[src/nvm_clk_pkg.sv]
// constants and types shared by the nonvolatile clock and option register block
package nvm_clk_pkg;

   localparam int          APB_ADDR_W         = 12;
   localparam int          KEY_BYTES          = 8;
   localparam int          PRESCALE_FACTOR    = 8;
   localparam int          RATIO_W            = 6;

   // register byte offsets
   localparam logic [11:0] OFF_CLOCK_RATIO    = 12'h000;
   localparam logic [11:0] OFF_OPTION_SHADOW  = 12'h004;
   localparam logic [11:0] OFF_KEY_DATA       = 12'h008;
   localparam logic [11:0] OFF_CONTROL        = 12'h00C;
   localparam logic [11:0] OFF_COMMAND        = 12'h010;

   // clock ratio register fields
   localparam int          RATIO_LOADED_BIT   = 7;
   localparam int          RATIO_PRESCALE_BIT = 6;
   localparam int          RATIO_FIELD_LSB    = 0;
   localparam logic [7:0]  RATIO_RESET        = 8'h00;

   // option shadow register fields
   localparam int          OPT_UNLOCK_EN_BIT  = 7;
   localparam int          OPT_RELOC_OFF_BIT  = 6;
   localparam int          OPT_SEC_LSB        = 0;
   localparam logic [7:0]  OPT_USED_MASK      = 8'hC3;
   localparam logic [7:0]  OPT_RESET          = 8'h03;
   localparam logic [1:0]  SEC_UNSECURED      = 2'h2;

   // control register fields
   localparam int          CTRL_KEY_ACC_BIT   = 0;
   localparam int          CTRL_SECURE_BIT    = 1;
   localparam int          CTRL_BUSY_BIT      = 2;
   localparam int          CTRL_ACC_ERR_BIT   = 3;
   localparam int          CTRL_KEY_OK_BIT    = 4;

   // command register fields
   localparam int          CMD_PROGRAM_BIT    = 0;
   localparam int          CMD_ERASE_BIT      = 1;

   typedef struct packed {
      logic       backdoor_unlock_enable;
      logic       vector_relocate_off;
      logic [3:0] unused;
      logic [1:0] security_code;
   } option_t;

   typedef struct packed {
      logic               prescale_by_eight;
      logic [RATIO_W-1:0] clock_ratio_field;
   } ratio_t;

   typedef enum logic [3:0] {
      SEQ_IDLE  = 4'b0001,
      SEQ_ALIGN = 4'b0010,
      SEQ_PULSE = 4'b0100,
      SEQ_DONE  = 4'b1000
   } seq_state_t;

endpackage

[src/nvm_timing_divider.sv]
// divider that turns the bus clock into nonvolatile timing clock enable pulses
`timescale 1ns/1ps
module nvm_timing_divider
   import nvm_clk_pkg::*;
(
   input  wire logic pclk,
   input  wire logic presetn,
   input  wire logic run,
   input  wire ratio_t ratio,
   output logic      nvm_timing_tick
);

   logic [2:0]         pre_cnt_reg;
   logic [2:0]         pre_cnt_next;
   logic [RATIO_W-1:0] div_cnt_reg;
   logic [RATIO_W-1:0] div_cnt_next;
   logic               tick_reg;
   logic               tick_next;
   logic               stage_en;

   always_comb begin
      pre_cnt_next = 3'h0;
      div_cnt_next = div_cnt_reg;
      tick_next    = 1'b0;
      stage_en     = 1'b0;
      if (run) begin
         // (RULE5) optional divide by eight
         if (ratio.prescale_by_eight) begin
            pre_cnt_next = pre_cnt_reg + 3'h1;
            stage_en     = (pre_cnt_reg == 3'(PRESCALE_FACTOR - 1));
         end else begin
            stage_en     = 1'b1;
         end
         // (RULE6) divide by ratio plus one
         // (RULE21) counter issues one enable
         if (stage_en) begin
            if (div_cnt_reg >= ratio.clock_ratio_field) begin
               div_cnt_next = '0;
               tick_next    = 1'b1;
            end else begin
               div_cnt_next = div_cnt_reg + 1'b1;
            end
         end
      end else begin
         div_cnt_next = '0;
      end
   end

   always_ff @(posedge pclk or negedge presetn) begin
      if (!presetn) begin
         pre_cnt_reg <= 3'h0;
         div_cnt_reg <= '0;
         tick_reg    <= 1'b0;
      end else begin
         pre_cnt_reg <= pre_cnt_next;
         div_cnt_reg <= div_cnt_next;
         tick_reg    <= tick_next;
      end
   end

   assign nvm_timing_tick = tick_reg;

endmodule // nvm_timing_divider

[src/flash_clock_and_option_regs.sv]
// clock ratio and option shadow registers of the nonvolatile memory controller
//
// Summary of operation
// (RULE1) first ratio write sets read-only loaded flag
// (RULE2) prescale and ratio accept one write only
// (RULE3) erase and program refused until loaded
// (RULE4) software writes ratio before any operation
// (RULE5) prescale bit selects bus clock or /8
// (RULE6) divider divides by ratio plus one
// (RULE7) software keeps timing clock 150-200 kHz
// (RULE8) operations last whole timing clock periods
// (RULE9) option shadow loaded from flash at reset
// (RULE10) option bits five to two read zero
// (RULE11) option shadow readable, writes ignored
// (RULE12) software reprograms flash then resets for change
// (RULE13) unlock enable low blocks backdoor unlock
// (RULE14) eight matching key bytes unlock until reset
// (RULE15) key writes accepted only from secure firmware
// (RULE16) relocate-off bit disables vector redirection
// (RULE17) security code blocks unsecured memory access
// (RULE18) code one-zero unsecured, others secure
// (RULE19) key match or blank check unsecures
// (RULE20) blocked write ignored, blocked read zero
// (RULE21) bus clock counter makes timing enables
`timescale 1ns/1ps
module flash_clock_and_option_regs
   import nvm_clk_pkg::*;
#(
   parameter int PROG_PULSES  = 9,
   parameter int ERASE_PULSES = 4000
)
(
   input  wire logic                  pclk,
   input  wire logic                  presetn,
   input  wire logic                  psel,
   input  wire logic                  penable,
   input  wire logic                  pwrite,
   input  wire logic [APB_ADDR_W-1:0] paddr,
   input  wire logic [31:0]           pwdata,
   input  wire logic [2:0]            pprot,
   output logic [31:0]                prdata,
   output logic                       pready,
   output logic                       pslverr,
   input  wire logic [7:0]            stored_option_byte,
   input  wire logic [63:0]           stored_unlock_key,
   input  wire logic                  blank_check_pass,
   input  wire logic                  mem_access_unsecured,
   input  wire logic                  mem_wr_req,
   input  wire logic [7:0]            mem_rdata_raw,
   output logic                       mem_wr_allow,
   output logic [7:0]                 mem_rdata,
   output logic                       secure_state,
   output logic                       vector_redirect_en,
   output logic                       nvm_timing_tick,
   output logic                       nvm_timing_pulse,
   output logic                       nvm_op_erase,
   output logic                       nvm_op_done
);

   ratio_t     ratio_reg;
   ratio_t     ratio_next;
   logic       loaded_reg;
   logic       loaded_next;
   option_t    opt_reg;
   option_t    opt_next;
   logic       load_pend_reg;
   logic       key_acc_reg;
   logic       key_acc_next;
   logic [3:0] key_idx_reg;
   logic [3:0] key_idx_next;
   logic       key_ok_reg;
   logic       key_ok_next;
   logic       acc_err_reg;
   logic       acc_err_next;
   logic [31:0] prdata_reg;
   logic [31:0] prdata_next;
   logic [7:0] mem_rdata_reg;
   logic [7:0] mem_rdata_next;

   seq_state_t  state_reg;
   seq_state_t  state_next;
   logic [15:0] pulse_cnt_reg;
   logic [15:0] pulse_cnt_next;
   logic [15:0] pulse_target;
   logic        erase_reg;
   logic        erase_next;
   logic        pulse_reg;
   logic        pulse_next;
   logic        done_reg;
   logic        done_next;

   logic        setup;
   logic        wr_access;
   logic        addr_ok;
   logic        secure;
   logic        secure_src;
   logic        cmd_any;
   logic        cmd_start;
   logic        cmd_refused;
   logic        key_match;
   logic        tick;
   logic [7:0]  key_byte;
   logic [31:0] read_mux;

   assign setup     = psel && !penable;
   assign wr_access = psel && penable && pwrite && addr_ok;
   assign addr_ok   = (paddr == OFF_CLOCK_RATIO) || (paddr == OFF_OPTION_SHADOW) ||
                      (paddr == OFF_KEY_DATA) || (paddr == OFF_CONTROL) ||
                      (paddr == OFF_COMMAND);
   assign pready    = 1'b1;
   assign pslverr   = psel && penable && !addr_ok;
   assign prdata    = prdata_reg;

   // (RULE18) only one-zero is unsecured
   assign secure     = (opt_reg.security_code != SEC_UNSECURED);
   // (RULE15) secure firmware only, not debug
   assign secure_src = !pprot[1];
   assign key_byte   = stored_unlock_key[8*key_idx_reg[2:0] +: 8];
   assign key_match  = (pwdata[7:0] == key_byte);

   // (RULE3) operations gated by loaded flag
   assign cmd_any     = wr_access && (paddr == OFF_COMMAND) &&
                        (pwdata[CMD_PROGRAM_BIT] || pwdata[CMD_ERASE_BIT]);
   assign cmd_start   = cmd_any && loaded_reg && (state_reg == SEQ_IDLE) &&
                        (pwdata[CMD_PROGRAM_BIT] != pwdata[CMD_ERASE_BIT]);
   assign cmd_refused = cmd_any && !cmd_start;

   always_comb begin
      read_mux = 32'h0000_0000;
      case (paddr)
         OFF_CLOCK_RATIO: begin
            read_mux[RATIO_LOADED_BIT]   = loaded_reg;
            read_mux[RATIO_PRESCALE_BIT:RATIO_FIELD_LSB] = ratio_reg;
         end
         // (RULE10) unused bits forced zero
         OFF_OPTION_SHADOW: begin
            read_mux[7:0] = opt_reg & OPT_USED_MASK;
         end
         OFF_CONTROL: begin
            read_mux[CTRL_KEY_ACC_BIT] = key_acc_reg;
            read_mux[CTRL_SECURE_BIT]  = secure;
            read_mux[CTRL_BUSY_BIT]    = (state_reg != SEQ_IDLE);
            read_mux[CTRL_ACC_ERR_BIT] = acc_err_reg;
            read_mux[CTRL_KEY_OK_BIT]  = key_ok_reg;
         end
         default: begin
            read_mux = 32'h0000_0000;
         end
      endcase
   end

   always_comb begin
      ratio_next   = ratio_reg;
      loaded_next  = loaded_reg;
      opt_next     = opt_reg;
      key_acc_next = key_acc_reg;
      key_idx_next = key_idx_reg;
      key_ok_next  = key_ok_reg;
      acc_err_next = acc_err_reg;
      prdata_next  = prdata_reg;
      if (setup) begin
         prdata_next = read_mux;
      end
      // (RULE9) shadow copy of stored option byte
      if (load_pend_reg) begin
         opt_next = option_t'(stored_option_byte & OPT_USED_MASK);
      end
      // (RULE1) any write sets loaded flag
      // (RULE2) fields written once only
      if (wr_access && (paddr == OFF_CLOCK_RATIO)) begin
         if (!loaded_reg) begin
            ratio_next = ratio_t'(pwdata[RATIO_PRESCALE_BIT:RATIO_FIELD_LSB]);
         end
         loaded_next = 1'b1;
      end
      // (RULE11) option shadow has no write path
      // (RULE14) key bytes compared in order
      if (wr_access && (paddr == OFF_KEY_DATA) && key_acc_reg && secure_src) begin
         key_ok_next = key_ok_reg && !key_idx_reg[3] && key_match;
         if (!key_idx_reg[3]) begin
            key_idx_next = key_idx_reg + 4'h1;
         end
      end
      if (wr_access && (paddr == OFF_CONTROL) && secure_src) begin
         key_acc_next = pwdata[CTRL_KEY_ACC_BIT];
         if (pwdata[CTRL_KEY_ACC_BIT] && !key_acc_reg) begin
            key_idx_next = 4'h0;
            key_ok_next  = 1'b1;
         end
         // (RULE13) unlock only with enable bit
         // (RULE19) key match unsecures
         if (key_acc_reg && !pwdata[CTRL_KEY_ACC_BIT] && key_ok_reg &&
             (key_idx_reg == 4'(KEY_BYTES)) && opt_reg.backdoor_unlock_enable) begin
            opt_next.security_code = SEC_UNSECURED;
         end
         if (pwdata[CTRL_ACC_ERR_BIT]) begin
            acc_err_next = 1'b0;
         end
      end
      // (RULE19) blank check unsecures
      if (blank_check_pass) begin
         opt_next.security_code = SEC_UNSECURED;
      end
      // (RULE3) refused command flags error
      if (cmd_refused) begin
         acc_err_next = 1'b1;
      end
   end

   always_ff @(posedge pclk or negedge presetn) begin
      if (!presetn) begin
         ratio_reg     <= ratio_t'(RATIO_RESET[RATIO_PRESCALE_BIT:RATIO_FIELD_LSB]);
         loaded_reg    <= RATIO_RESET[RATIO_LOADED_BIT];
         opt_reg       <= option_t'(OPT_RESET);
         load_pend_reg <= 1'b1;
         key_acc_reg   <= 1'b0;
         key_idx_reg   <= 4'h0;
         key_ok_reg    <= 1'b0;
         acc_err_reg   <= 1'b0;
         prdata_reg    <= 32'h0000_0000;
      end else begin
         ratio_reg     <= ratio_next;
         loaded_reg    <= loaded_next;
         opt_reg       <= opt_next;
         load_pend_reg <= 1'b0;
         key_acc_reg   <= key_acc_next;
         key_idx_reg   <= key_idx_next;
         key_ok_reg    <= key_ok_next;
         acc_err_reg   <= acc_err_next;
         prdata_reg    <= prdata_next;
      end
   end

   // (RULE17) block unsecured memory access
   // (RULE20) writes dropped, reads zero
   assign mem_wr_allow = mem_wr_req && !(secure && mem_access_unsecured);

   always_comb begin
      mem_rdata_next = mem_rdata_raw;
      if (secure && mem_access_unsecured) begin
         mem_rdata_next = 8'h00;
      end
   end

   always_ff @(posedge pclk or negedge presetn) begin
      if (!presetn) begin
         mem_rdata_reg <= 8'h00;
      end else begin
         mem_rdata_reg <= mem_rdata_next;
      end
   end

   assign mem_rdata          = mem_rdata_reg;
   assign secure_state       = secure;
   // (RULE16) redirection off when bit set
   assign vector_redirect_en = !opt_reg.vector_relocate_off;

   nvm_timing_divider u_divider (
      .pclk            (pclk),
      .presetn         (presetn),
      .run             (loaded_reg),
      .ratio           (ratio_reg),
      .nvm_timing_tick (tick)
   );

   assign nvm_timing_tick = tick;
   assign pulse_target    = erase_reg ? 16'(ERASE_PULSES) : 16'(PROG_PULSES);

   // (RULE8) whole timing periods per operation
   always_comb begin
      state_next     = state_reg;
      pulse_cnt_next = pulse_cnt_reg;
      erase_next     = erase_reg;
      pulse_next     = pulse_reg;
      done_next      = 1'b0;
      case (state_reg)
         SEQ_IDLE: begin
            if (cmd_start) begin
               state_next     = SEQ_ALIGN;
               pulse_cnt_next = 16'h0000;
               erase_next     = pwdata[CMD_ERASE_BIT];
            end
         end
         SEQ_ALIGN: begin
            if (tick) begin
               state_next = SEQ_PULSE;
               pulse_next = 1'b1;
            end
         end
         SEQ_PULSE: begin
            if (tick) begin
               pulse_cnt_next = pulse_cnt_reg + 16'h0001;
               if (pulse_cnt_next >= pulse_target) begin
                  state_next = SEQ_DONE;
                  pulse_next = 1'b0;
               end
            end
         end
         SEQ_DONE: begin
            state_next = SEQ_IDLE;
            done_next  = 1'b1;
         end
         default: begin
            state_next = SEQ_IDLE;
            pulse_next = 1'b0;
         end
      endcase
   end

   always_ff @(posedge pclk or negedge presetn) begin
      if (!presetn) begin
         state_reg     <= SEQ_IDLE;
         pulse_cnt_reg <= 16'h0000;
         erase_reg     <= 1'b0;
         pulse_reg     <= 1'b0;
         done_reg      <= 1'b0;
      end else begin
         state_reg     <= state_next;
         pulse_cnt_reg <= pulse_cnt_next;
         erase_reg     <= erase_next;
         pulse_reg     <= pulse_next;
         done_reg      <= done_next;
      end
   end

   assign nvm_timing_pulse = pulse_reg;
   assign nvm_op_erase     = erase_reg;
   assign nvm_op_done      = done_reg;

endmodule // flash_clock_and_option_regs

[config.mk]
export PLATFORM = sky130hd
export DESIGN_NAME = flash_clock_and_option_regs
export DESIGN_NICKNAME = d
export VERILOG_FILES = /design/src/nvm_clk_pkg.sv /design/src/nvm_timing_divider.sv /design/src/flash_clock_and_option_regs.sv
export SDC_FILE = /design/constraint.sdc
export NUM_CORES = 1
export LEC_CHECK = 0
export BUFFER_PORTS_ARGS = -buffer_cell sky130_fd_sc_hd__buf_2
export CAP_MARGIN = 5
export CORE_MARGIN = 8
export CORE_UTILIZATION = 50
export CTS_BUF_LIST = sky130_fd_sc_hd__clkbuf_16
export DETAILED_ROUTE_END_ITERATION = 6
export PLACE_DENSITY = 0.83
export SLEW_MARGIN = 20
export SYNTH_ARGS = -nofsm -noshare
export SYNTH_HDL_FRONTEND = slang
export SYNTH_SLANG_ARGS = --single-unit
[constraint.sdc]
create_clock -name pclk -period 4 [get_ports pclk]
set_clock_uncertainty 0.15 [all_clocks]
set_input_delay 0 -clock pclk [delete_from_list [all_inputs] [get_ports pclk]]
set_output_delay 0 -clock pclk [all_outputs]
set_load 0.01 [all_outputs]
* Word-level counts from Yosys, hierarchy flattened
Cells that the tools add are included.
** Cells by class
- Reductions and logical operators :: 51
- Muxes and demuxes :: 41
- Order comparisons :: 2
- Bitwise gates (word level) :: 2
- Equal/unequal tests :: 19
- $add $sub $neg :: 4
- Shift operators :: 1
** Operator list (count)
- indexed part select 64 x 7 -> 8 bit :: 1
- two-way mux 16 bit :: 2
- two-way mux 4 bit :: 8
- one-hot mux 16 bit (2 select lines) :: 1
- logical AND 1 bit :: 26
- == test 12 x 4 -> 1 bit (second input constant) :: 2
- two-way mux 6 bit :: 3
- adder 16 x 1 -> 16 bit (second input constant) :: 1
- greater-or-equal comparator 16 x 12 -> 1 bit :: 1
- two-way mux 1 bit :: 15
- one-hot mux 5 bit (3 select lines) :: 1
- == test 12 x 3 -> 1 bit (second input constant) :: 1
- == test 12 x 5 -> 1 bit (second input constant) :: 1
- logical NOT 12 bit :: 1
- two-way mux 12 bit :: 1
- one-hot mux 4 bit (3 select lines) :: 1
- logical NOT 1 bit :: 9
- == test 4 bit (second input constant) :: 2
- == test 8 bit :: 1
- two-way mux 2 bit :: 4
- two-way mux 8 bit :: 1
- AND reduction 4 bit :: 2
- adder 6 x 1 -> 6 bit (second input constant) :: 1
- greater-or-equal comparator 6 bit :: 1
- 19 further kinds :: 33
** Word-level totals
- Output and inout port bits :: 49
- Register bits after elaboration :: 69
- Word-level logic and storage cells :: 141
- Bits of input ports :: 135

* Logic depth before layout (Yosys ltp)
Gate-level depths: netlist of the first run.
- Depth after elaboration :: 15
- Depth in mapped cells :: 13

* Modules after synthesis
Synthesis of the first run repeated with hierarchy kept, for this count alone.
** Second synthesis, totals
- Cells, all modules :: 478
- Area, all modules :: 4620.7 µm²
** Modules (own cells, without submodules)
- flash_clock_and_option_regs :: area each 3980.1 µm², cells an instance 410, instances 1
- nvm_timing_divider :: area each 640.6 µm², cells an instance 68, instances 1

* Worst setup path before layout of the first run
OpenSTA, ideal clock, no wires.
- Path type :: reg2reg
- From :: register pulse_cnt_reg[2]
- To :: register state_reg[3]
- Path buffers :: 0
- Data arrival time :: 2.406 ns
- Slack :: 1.325 ns
- Stages on the path, launching flop included :: 12
- Period minus slack after synthesis :: 2.675 ns
- Cells stage by stage :: dfrtp_1 -> nand3_1 -> nor3_1 -> nand3_1 -> xnor2_1 -> ha_1 -> a21oi_1 -> nor2b_1 -> o21ai_0 -> and4_1 -> o2111ai_1 -> and2_1
** On the way
- Word-level cells in the longest chain between the ends :: 4
** RTL lines
- start, declared :: RTL line flash_clock_and_option_regs.sv:82 : logic [15:0] pulse_cnt_reg;
- start signal, assigned :: RTL line flash_clock_and_option_regs.sv:319 : pulse_cnt_reg <= pulse_cnt_next;
- adder 16 x 1 -> 16 bit :: RTL line flash_clock_and_option_regs.sv:292 : pulse_cnt_next = pulse_cnt_reg + 16'h0001;
- greater-or-equal comparator 16 x 12 -> 1 bit :: RTL line flash_clock_and_option_regs.sv:293 : if (pulse_cnt_next >= pulse_target) begin
- inequality test 2 bit (no source line)
- AND reduction 4 bit (no source line)
- end signal, assigned :: RTL line flash_clock_and_option_regs.sv:318 : state_reg <= state_next;
- end, declared :: RTL line flash_clock_and_option_regs.sv:80 : seq_state_t state_reg;
Every way passes these cells.
A chain may end at the register's enable or synchronous reset.

* Worst setup path in the final report of the first run
Ends and elaborated chain as after synthesis.

==> results of run 1 <==
cells in the final DEF (no fill, tap or decap), types with 10 or more instances in the layout:
cell / count
buf_2: 128
dfrtp_1: 65
nand2_1: 47
dlygate4sd3_1: 38
nor2_1: 29
conb_1: 26
o21ai_0: 22
ha_1: 21
inv_1: 20
mux2i_1: 17
nand3_1: 16
xnor2_1: 16
o21ai_1: 15
and2_1: 12
mux2_2: 12
nand2b_1: 11
o31ai_1: 10
stage by stage:
step                      instances  worst slack [ns]
after detailed placement        688            0.9591
after global placement          688             1.051
after CTS                       742            0.8917
after global routing            742            0.5369
after floorplan                 491             1.325
final                           742            0.8664
worst max path at each step:
stage,cells past startpoint,startpoint,endpoint
after global routing,11,pulse_cnt_reg[2],state_reg[3]
final,11,pulse_cnt_reg[2],state_reg[3]
after floorplan,11,pulse_cnt_reg[2],state_reg[3]
after global placement,11,pulse_cnt_reg[2],state_reg[3]
after CTS,10,pulse_cnt_reg[0],state_reg[3]
after detailed placement,11,pulse_cnt_reg[2],state_reg[3]
kinds of logic (layout without fill, tap and decap cells):
kind of cell / after synthesis / after routing / share of synthesized area [%]
and+or+nand+nor: 162 / 162 / 19.04
xor gates and xnor gates: 24 / 24 / 4.705
other: 2 / 26 / 0.1681
DFF: 69 / 69 / 38.76
buffers and inverters: 60 / 203 / 7.617
AOI/OAI and AO/OA: 92 / 92 / 12.97
adders and majority gates: 21 / 21 / 5.881
muxes: 37 / 37 / 10.87
area by class of cell:
type / count / area share, %
Clock inverter: 7 / 0.7427
Timing Repair Buffer: 168 / 18.09
Sequential cell: 69 / 30.23
Tap cell: 108 / 2.359
Multi-Input combinational cell: 362 / 43.40
Clock buffer: 9 / 3.932
Inverter: 19 / 1.245
what timing repair did:
action                                  4_1_cts  5_1_grt
hold endpoints to repair                     49        0
hold buffers                                 38        0
endpoints found under the setup margin        0        0
setup buffers                                 0        0
worst register-to-register path, stage by stage (launching register included):
cell and delay [ns]:
dfrtp_1 0.45, nand3_1 0.16, nor3_1 0.61, nand3_1 0.23, xnor2_1 0.22, ha_1 0.27
a21oi_1 0.15, nor2b_1 0.06, o21ai_0 0.13, and4_1 0.19, o2111ai_1 0.18, and2_1 0.22
where the power goes:
part	total [mW]	switching, mW	internal [mW]
Clock	0.707	0.292	0.415
Sequential	0.714	0.00481	0.710
Combinational	0.182	0.0843	0.0972
metal layers:
layer	share of wire [%]	routed length, um
met4	2.4	289
met3	7.3	884
met2	49	5951
met5	0	0
met1	41	4927
==> flow_metrics.py, run 1 <==
metrics = {
    "grt": {
        "grtUsageMet1_pct": 22.56,
        "grt_max_degree": 52,
        "grtUsageTotal_pct": 19.45,
        "grt.overflow.total": 0,
        "use_met2_pct": 33.15,
        "use_met3_pct": 5.195,
        "antenna_found_initial": 0,
        "grt_pass1_vias": 4293,
        "top_usage_layer": "met2",
        "grt_pass1_wl_um": 20070,
    },
    "route": {
        "drc": 0,
        "wirelength_um": 12050,
        "drtAntennaViolNets": 0,
        "wl_per_cell_um": 16.24,
        "via_count": 4062,
        "drtIter0Drc": 172,
        "drt_first_pass_iters": 4,
        "routed_via_density": 5.474,
    },
    "yosys": {
        "netlist_top_cells_count": "dfrtp_1 (65), nand2_1 (47), nor2_1 (29)",
        "synth_most_common_cell": "dfrtp_1",
        "ys_ff_latch": 69,
        "netlist_instances": 467,
        "syn_area_um2": 4468,
        "yosysTopAreaCellShare_pct": 36.40,
        "yosysTopAreaCell": "dfrtp_1",
        "ys.flop_type": "dfrtp_1",
        "yosysWarnings": 0,
        "syn_area_per_cell_um2": 9.568,
        "synth_edf_count": 0,
        "synthArstFlopShare_pct": 100.0,
        "ys_types": 57,
        "ys_seq_area_share_pct": 38.76,
        "synthTopCellsByArea": "dfrtp_1 (36%), ha_1 (5.9%), buf_4 (4.2%), mux4_2 (4.0%), nand2_1 (3.9%)",
    },
    "critical_path": {
        "worst_path_most_repeated_cell": "nand3_1",
        "cp_cell_sequence": "nand3_1 -> nor3_1 -> nand3_1 -> xnor2_1 -> ha_1 -> a21oi_1 -> nor2b_1 -> o21ai_0 -> and4_1 -> o2111ai_1 -> and2_1",
        "reg2reg_from": "pulse_cnt_reg[2]",
        "reg2regPathDepth": 11,
        "cp.required_ns": 4.06,
        "cp_max_fo": 7,
        "cp_top_family": "simple AND/OR/NAND/NOR gates",
        "cp-end-kind": "flip-flop",
        "reg2reg_to": "state_reg[3]",
        "r2r_slack_ns": 0.87,
        "cpPeakStageDelay_ns": 0.61,
        "critical_path_buf_inv_count": 0,
        "arrival_ns": 3.19,
        "critical_path_class": "flip-flop to flip-flop",
        "start_kind": "flip-flop",
        "cpMaxStageDelayCell": "nor3_1",
    },
    "worst_hold_path": {
        "worstHoldStart": "paddr[9]",
        "hold_path_class": "input port to flip-flop",
        "hold_depth": 4,
        "holdPathEnd": "prdata[2]",
    },
    "clock_network": {
        "cts_resized": 0,
        "clk_latency_ns": 0.33,
        "cts_buffers": 9,
        "cts-htree-levels": 3,
        "clk_pin_slew_worst_paths_ns": 0.06,
        "clock-sinks": 69,
        "clockBufferDepth": 2,
        "root_buffer": "clkbuf_16",
        "cts_tree": "built",
    },
    "sta": {
        "fmax_ghz": 0.3191,
        "setup_viol": 0,
        "whs_ns": 0.002875,
        "min_period_ns": 3.134,
        "tightest_slew_ns": 0.9047,
        "relSlewSlack_pct": 39.69,
        "slew_viol_final": 0,
        "rsz0062_at_grt": "no",
        "fin_crit_sh_pct": 78.34,
        "final_hold_viol_count": 0,
        "fin_tns_setup_ns": 0,
    },
    "layout": {
        "layout-drive-gt1-share_pct": 28.23,
        "seqCellArea_um2": 1732,
        "fill_cells": 666,
        "areaGrowthSynthToFinish_pct": 28.20,
        "fin_area_um2": 5728,
        "largest_reg_flops": 16,
        "multi_input_comb_area_um2": 2486,
        "utilization_pct": 66.00,
        "final_nets": 785,
        "n_antenna_cell": 0,
    },
    "die": {
        "fp.coreArea_um2": 8678,
        "die_height_um": 110.5,
        "dieArea_um2": 12220,
        "die_w_um": 110.5,
        "num_io_pins": 184,
        "start_util_pct": 51.49,
        "rows": 34,
    },
    "status": {
        "status": "complete, no violations",
    },
    "pwr": {
        "power.density_nw_per_um2": 279.9,
        "ir_drop_mv": 0.1895,
        "p_total_mw": 1.603,
        "p_leak_nw": 2.795,
    },
    "placement": {
        "postPlaceCellArea_um2": 5080,
        "io_buffers": 128,
        "gp_congestion": 0.8517,
        "dpl.hpwl_um": 9146,
    },
    "run": {
        "maxCapViolCount": 0,
    },
}
No activity file was read; power rests on OpenSTA's default activity.
==> inputs of run 2 (changes only) <==
--- a/config.mk
+++ b/config.mk
@@ -8,10 +8,10 @@
 export BUFFER_PORTS_ARGS = -buffer_cell sky130_fd_sc_hd__buf_2
 export CAP_MARGIN = 5
 export CORE_MARGIN = 8
-export CORE_UTILIZATION = 50
+export CORE_UTILIZATION = 49
 export CTS_BUF_LIST = sky130_fd_sc_hd__clkbuf_16
 export DETAILED_ROUTE_END_ITERATION = 6
-export PLACE_DENSITY = 0.83
+export PLACE_DENSITY = 0.81
 export SLEW_MARGIN = 20
 export SYNTH_ARGS = -nofsm -noshare
 export SYNTH_HDL_FRONTEND = slang
==> constraint.sdc (replaced) <==
create_clock -name pclk -period 3 [get_ports pclk]
set_clock_uncertainty 0.15 [all_clocks]
set_input_delay 0 -clock pclk [delete_from_list [all_inputs] [get_ports pclk]]
set_output_delay 0 -clock pclk [all_outputs]
set_load 0.01 [all_outputs]
==> flow_metrics.py, run 2 (same netlist as run 1, synthesis figures left out) <==
metrics = {
    "pwr": {
        "p_sw_mw": 0.5213,
        "power.density_nw_per_um2": 425.5,
        "pwr-share-seq_pct": 38.2,
        "p_total_mw": 2.497,
        "ir_drop_mv": 0.2752,
        "clockPowerShare_pct": 52.0,
        "p_leak_nw": 2.871,
        "p_comb_share_pct": 9.8,
        "swShare_pct": 20.88,
        "p_int_mw": 1.975,
    },
    "critical_path": {
        "cp.required_ns": 3.07,
        "cpPeakStageDelay_ns": 0.43,
        "cp-end-kind": "flip-flop",
        "reg2regPathDepth": 10,
        "reg2reg_from": "pulse_cnt_reg[0]",
        "start_kind": "flip-flop",
        "cpMaxStageDelayCell": "dfrtp_1",
        "cp_cell_sequence": "ha_1 -> nand4_1 -> nor3_1 -> xor2_1 -> ha_1 -> nor2b_1 -> o21ai_0 -> and4_1 -> o2111ai_1 -> and2_1",
        "cp_max_fo": 6,
        "cp_top_family": "simple AND/OR/NAND/NOR gates",
        "worst-path-stages": 10,
        "critical_path_buf_inv_count": 0,
        "r2r_slack_ns": 0.22,
        "worst_path_most_repeated_cell": "ha_1",
        "arrival_ns": 2.84,
        "reg2reg_to": "state_reg[3]",
        "critical_path_class": "flip-flop to flip-flop",
    },
    "grt": {
        "grtUsageMet1_pct": 20.30,
        "antenna_found_initial": 0,
        "use_met2_pct": 37.77,
        "use_met3_pct": 6.667,
        "grt_pass1_vias": 4498,
        "grt_max_degree": 36,
        "grt.overflow.total": 0,
        "grtUsageTotal_pct": 20.27,
        "top_usage_layer": "met2",
        "grt_pass1_wl_um": 21040,
    },
    "sta": {
        "fin_crit_sh_pct": 92.52,
        "min_period_ns": 2.776,
        "relSlewSlack_pct": 46.79,
        "tightest_slew_ns": 0.7981,
        "setup_viol": 0,
        "whs_ns": 0.01105,
        "fin_tns_setup_ns": 0,
        "rsz0062_at_grt": "no",
        "slew_viol_final": 0,
        "fmax_ghz": 0.3603,
        "final_hold_viol_count": 0,
    },
    "layout": {
        "largest_reg_flops": 16,
        "layout_commonest_cell": "buf_2",
        "areaGrowthSynthToFinish_pct": 31.34,
        "layout_common_cells": "buf_2 (128), dfrtp_1 (65), nand2_1 (47)",
        "final_nets": 789,
        "n_antenna_cell": 0,
        "fill_cells": 701,
        "layout-drive-gt1-share_pct": 29.78,
    },
    "clock_network": {
        "cts_buffers": 9,
        "clk_pin_slew_worst_paths_ns": 0.06,
        "root_buffer": "clkbuf_16",
        "clockBufferDepth": 2,
        "cts_tree": "built",
        "clock-sinks": 69,
        "clk_latency_ns": 0.33,
        "cts-htree-levels": 3,
    },
    "worst_hold_path": {
        "hold_depth": 5,
        "hold_path_class": "input port to flip-flop",
        "worstHoldStart": "pprot[1]",
        "holdPathEnd": "key_ok_reg",
    },
    "die": {
        "fp.coreArea_um2": 9021,
        "start_util_pct": 49.53,
        "num_io_pins": 184,
        "die_w_um": 111.5,
        "die_height_um": 111.5,
        "rows": 35,
        "dieArea_um2": 12430,
    },
    "run": {
        "maxCapViolCount": 0,
    },
    "placement": {
        "io_buffers": 128,
        "gp_congestion": 0.9025,
        "dpl.hpwl_um": 9455,
    },
    "route": {
        "drtIter0Drc": 199,
        "wirelength_um": 12630,
        "drc": 0,
        "via_count": 4130,
        "drt_first_pass_iters": 5,
        "drtAntennaViolNets": 0,
        "routed_via_density": 5.514,
        "wl_per_cell_um": 16.86,
    },
    "status": {
        "status": "complete, no violations",
    },
}
==> run 2: power groups by stage <==
| stage | clock, mW | sequential, mW | combinational, mW |
|---|---|---|---|
| 4_1_cts | 1.32 | 0.953 | 0.241 |
| 2_1_floorplan | 0 | 0.972 | 0.104 |
| 5_1_grt | 1.35 | 0.955 | 0.269 |
| 3_5_place_dp | 0 | 0.970 | 0.204 |
| 6_report | 1.30 | 0.954 | 0.245 |
| 3_3_place_gp | 0 | 0.969 | 0.197 |
==> run 2: final cells by class <==
type                    count  area [um^2]  area share [%]
repair buffers            172         1056           18.00
clock buffers               9        225.2           3.838
inverters                  19        71.32           1.215
well taps                 111        138.9           2.367
flip-flops and latches     69         1732           29.51
clock inverters             7        146.4           2.495
multi-input cells         362         2499           42.58
==> run 2: worst max path at each step <==
| stage | end | start |
|---|---|---|
| finish | state_reg[3] | pulse_cnt_reg[0] |
| global route | state_reg[3] | pulse_cnt_reg[0] |
| CTS | state_reg[3] | pulse_cnt_reg[0] |
| detailed placement | state_reg[3] | pulse_cnt_reg[0] |
| global placement | state_reg[3] | pulse_cnt_reg[0] |
| floorplan | state_reg[3] | pulse_cnt_reg[2] |
==> run 2: metrics by stage <==
| stage | cell area [um^2] | setup slack, ns | cells | utilization [%] |
|---|---|---|---|---|
| 6_report | 5868 | 0.2244 | 749 | 65.05 |
| 5_1_grt | 5868 | 0.005564 | 749 | 65.05 |
| 4_1_cts | 5856 | 0.2258 | 749 | 64.91 |
| 3_5_place_dp | 5144 | 0.2745 | 699 | 57.02 |
| 3_3_place_gp | 5144 | 0.3666 | 699 | 57.02 |
| 2_1_floorplan | 4558 | 0.3249 | 491 | - |
==> run 2: routing by layer <==
metal  part of all wire, %  wire length [um]
met5                     0                 0
met1                    36              4597
met4                   2.4               297
met2                    54              6879
met3                   6.8               853
==> run 2: what timing repair did <==
item | 4_1_cts | 5_1_grt
buffers inserted | 0 | 0
hold buffers | 34 | 0
resized for setup | 0 | 2
endpoints found under the setup margin | 0 | 2
endpoints found under the hold margin | 58 | 0
==> run 2: tightest hold or removal path: cells and delay by family <==
| kind | cells | cell delay (ns) |
|---|---|---|
| AND/OR/NAND/NOR | 2 | 0.25 |
| AO/OA/AOI/OAI | 2 | 0.13 |
| buffers and inverters | 1 | 0.07 |
==> inputs of run 3 (changes only) <==
--- a/config.mk
+++ b/config.mk
@@ -7,11 +7,13 @@
 export LEC_CHECK = 0
 export BUFFER_PORTS_ARGS = -buffer_cell sky130_fd_sc_hd__buf_2
 export CAP_MARGIN = 5
+export CORE_ASPECT_RATIO = 0.5
 export CORE_MARGIN = 8
 export CORE_UTILIZATION = 49
 export CTS_BUF_LIST = sky130_fd_sc_hd__clkbuf_16
 export DETAILED_ROUTE_END_ITERATION = 6
-export PLACE_DENSITY = 0.81
+export GPL_TIMING_DRIVEN = 0
+export PLACE_DENSITY = 0.84
 export SLEW_MARGIN = 20
 export SYNTH_ARGS = -nofsm -noshare
 export SYNTH_HDL_FRONTEND = slang
==> flow_metrics.py, run 3 (same netlist as run 1, synthesis figures left out) <==
metrics = {
    "status": {
        "status": "complete, no violations",
    },
    "route": {
        "wirelength_um": 13620,
        "drtAntennaViolNets": 0,
        "drt_first_pass_iters": 5,
        "wl_per_cell_um": 17.03,
        "drtIter0Drc": 363,
        "routed_via_density": 5.519,
        "via_count": 4415,
        "drc": 0,
    },
    "placement": {
        "io_buffers": 128,
        "gp_congestion": 0.8516,
        "dpl.hpwl_um": 9471,
        "dpl_worst_slack_ns": -0.2639,
    },
    "die": {
        "die_w_um": 151.0,
        "start_util_pct": 50.96,
        "die_height_um": 83.52,
        "fp.coreArea_um2": 8768,
        "num_io_pins": 184,
        "dieArea_um2": 12620,
        "rows": 24,
    },
    "layout": {
        "areaGrowthSynthToFinish_pct": 37.44,
        "n_antenna_cell": 0,
        "final_nets": 834,
        "largest_reg_flops": 16,
        "layout_common_cells": "buf_2 (132), dfrtp_1 (64), nand2_1 (47)",
        "layout_commonest_cell": "buf_2",
        "fill_cells": 599,
        "layout-drive-gt1-share_pct": 31.77,
    },
    "grt": {
        "grt.overflow.total": 0,
        "grt_max_degree": 56,
        "grt_pass1_vias": 4493,
        "antenna_found_initial": 0,
        "grtUsageTotal_pct": 21.52,
        "grt_pass1_wl_um": 21840,
    },
    "sta": {
        "timing.final.ws_setup_ns": 0.09722,
        "tightest_slew_ns": 0.9044,
        "final_hold_viol_count": 0,
        "fmax_ghz": 0.3445,
        "setup_viol": 0,
        "min_period_ns": 2.903,
        "fin_tns_setup_ns": 0,
        "slew_viol_final": 0,
        "fin_crit_sh_pct": 96.76,
        "relSlewSlack_pct": 39.35,
    },
    "critical_path": {
        "cpPeakStageDelay_ns": 0.58,
        "start_kind": "input port",
        "arrival_ns": 3.02,
        "critical_path_class": "input port to flip-flop",
        "cp.required_ns": 3.11,
        "cp_max_fo": 10,
        "cp_top_family": "buffers and inverters",
        "cpMaxStageDelayCell": "dlygate4sd3_1",
        "critical_path_buf_inv_count": 4,
        "worst_path_most_repeated_cell": "dlygate4sd3_1",
        "cp_cell_sequence": "dlygate4sd3_1 -> buf_2 -> nor2_1 -> dlygate4sd3_1 -> nand4b_2 -> nor3_2 -> a31oi_1 -> nor2b_1 -> dlygate4sd3_1",
        "cp-end-kind": "flip-flop",
    },
    "pwr": {
        "p_total_mw": 2.157,
        "p_leak_nw": 3.054,
        "ir_drop_mv": 0.3216,
        "power.density_nw_per_um2": 351.3,
    },
    "clock_network": {
        "cts-htree-levels": 3,
        "cts_tree": "built",
        "root_buffer": "clkbuf_16",
        "clk_pin_slew_worst_paths_ns": 0.05,
        "clk_latency_ns": 0.34,
        "clockBufferDepth": 2,
        "clock-sinks": 69,
        "cts_buffers": 9,
    },
    "run": {
        "maxCapViolCount": 0,
    },
    "worst_hold_path": {
        "hold_path_class": "input port to flip-flop",
    },
}
run 3: changes by cell type in the layout (fill, tap and decap cells not counted), moves of 3 or more:
cell           delta
inv_1             +3
dlygate4sd3_1     +9
buf_2             +4
clkbuf_1          +7
buf_4            +20
bufinv_16         -4
clkinv_1          +3
run 3: power breakdown:
part	switching (mW)	internal [mW]	total, mW
combinational	0.124	0.158	0.282
clock	0.381	0.539	0.920
sequential	0.00846	0.947	0.955
total	0.513	1.64	2.16
run 3: area by class of cell:
cell class	instances	area (um^2)	share of cell area, %
sequential	69	1733	28.22
clock buffer	9	225.2	3.667
buffer	41	269.0	4.381
timing repair buffer	176	1131	18.42
multi-input combinational	362	2537	41.32
inverter	19	71.32	1.161
tap	117	146.4	2.384
clock inverter	7	27.53	0.4482
run 3: worst paths after layout:
path | to | from | slack [ns] | cells after the start
min reg2reg | u_divider.pre_cnt_reg[0] | u_divider.pre_cnt_reg[0] | 0.29 | 1
min | prdata[3] | paddr[6] | 0.03 | 4
max reg2reg | state_reg[3] | pulse_cnt_reg[1] | 0.15 | 13
min in group asynchronous | pulse_cnt_reg[2] | presetn | 0.04 | 3
max in group asynchronous | pulse_cnt_reg[7] | presetn | 1.63 | 3
max | opt_reg[0] | paddr[8] | 0.1 | 9
run 3: metrics by stage:
step                utilization [%]  area (um^2)  instances  hold slack, ns
CTS                           69.28         6075        796        0.001515
detailed placement            61.30         5375        737         -0.2722
global placement              60.96         5345        736         0.05595
global route                  70.03         6141        800         0.04752
finish                        70.03         6141        800         0.02991
floorplan                         -         4558        491         -0.4456
run 3: tightest hold or removal path: cells and delay by family:
family                 cells  cell delay, ns
AOI/OAI and AO/OA          1            0.11
buffers and inverters      1            0.07
and+or+nand+nor            2            0.29
run 3: timing repair:
action / in CTS / in global routing
hold endpoints to repair: 100 / 0
endpoints found under the setup margin: 3 / 6
pin swaps: 0 / 6
buffers inserted: 0 / 4
hold buffers: 43 / 0
gates resized for setup: 4 / 9
run 3: per-layer routing:
| metal | vias to the layer above | wire length [um] | track usage [%] |
|---|---|---|---|
| met5 | - | 0 | 0 |
| met4 | 0 | 624 | 10.53 |
| met2 | 225 | 7067 | 38.88 |
| li1 | 2046 | - | - |
| met3 | 53 | 833 | 5.303 |
| met1 | 2091 | 5095 | 22.97 |
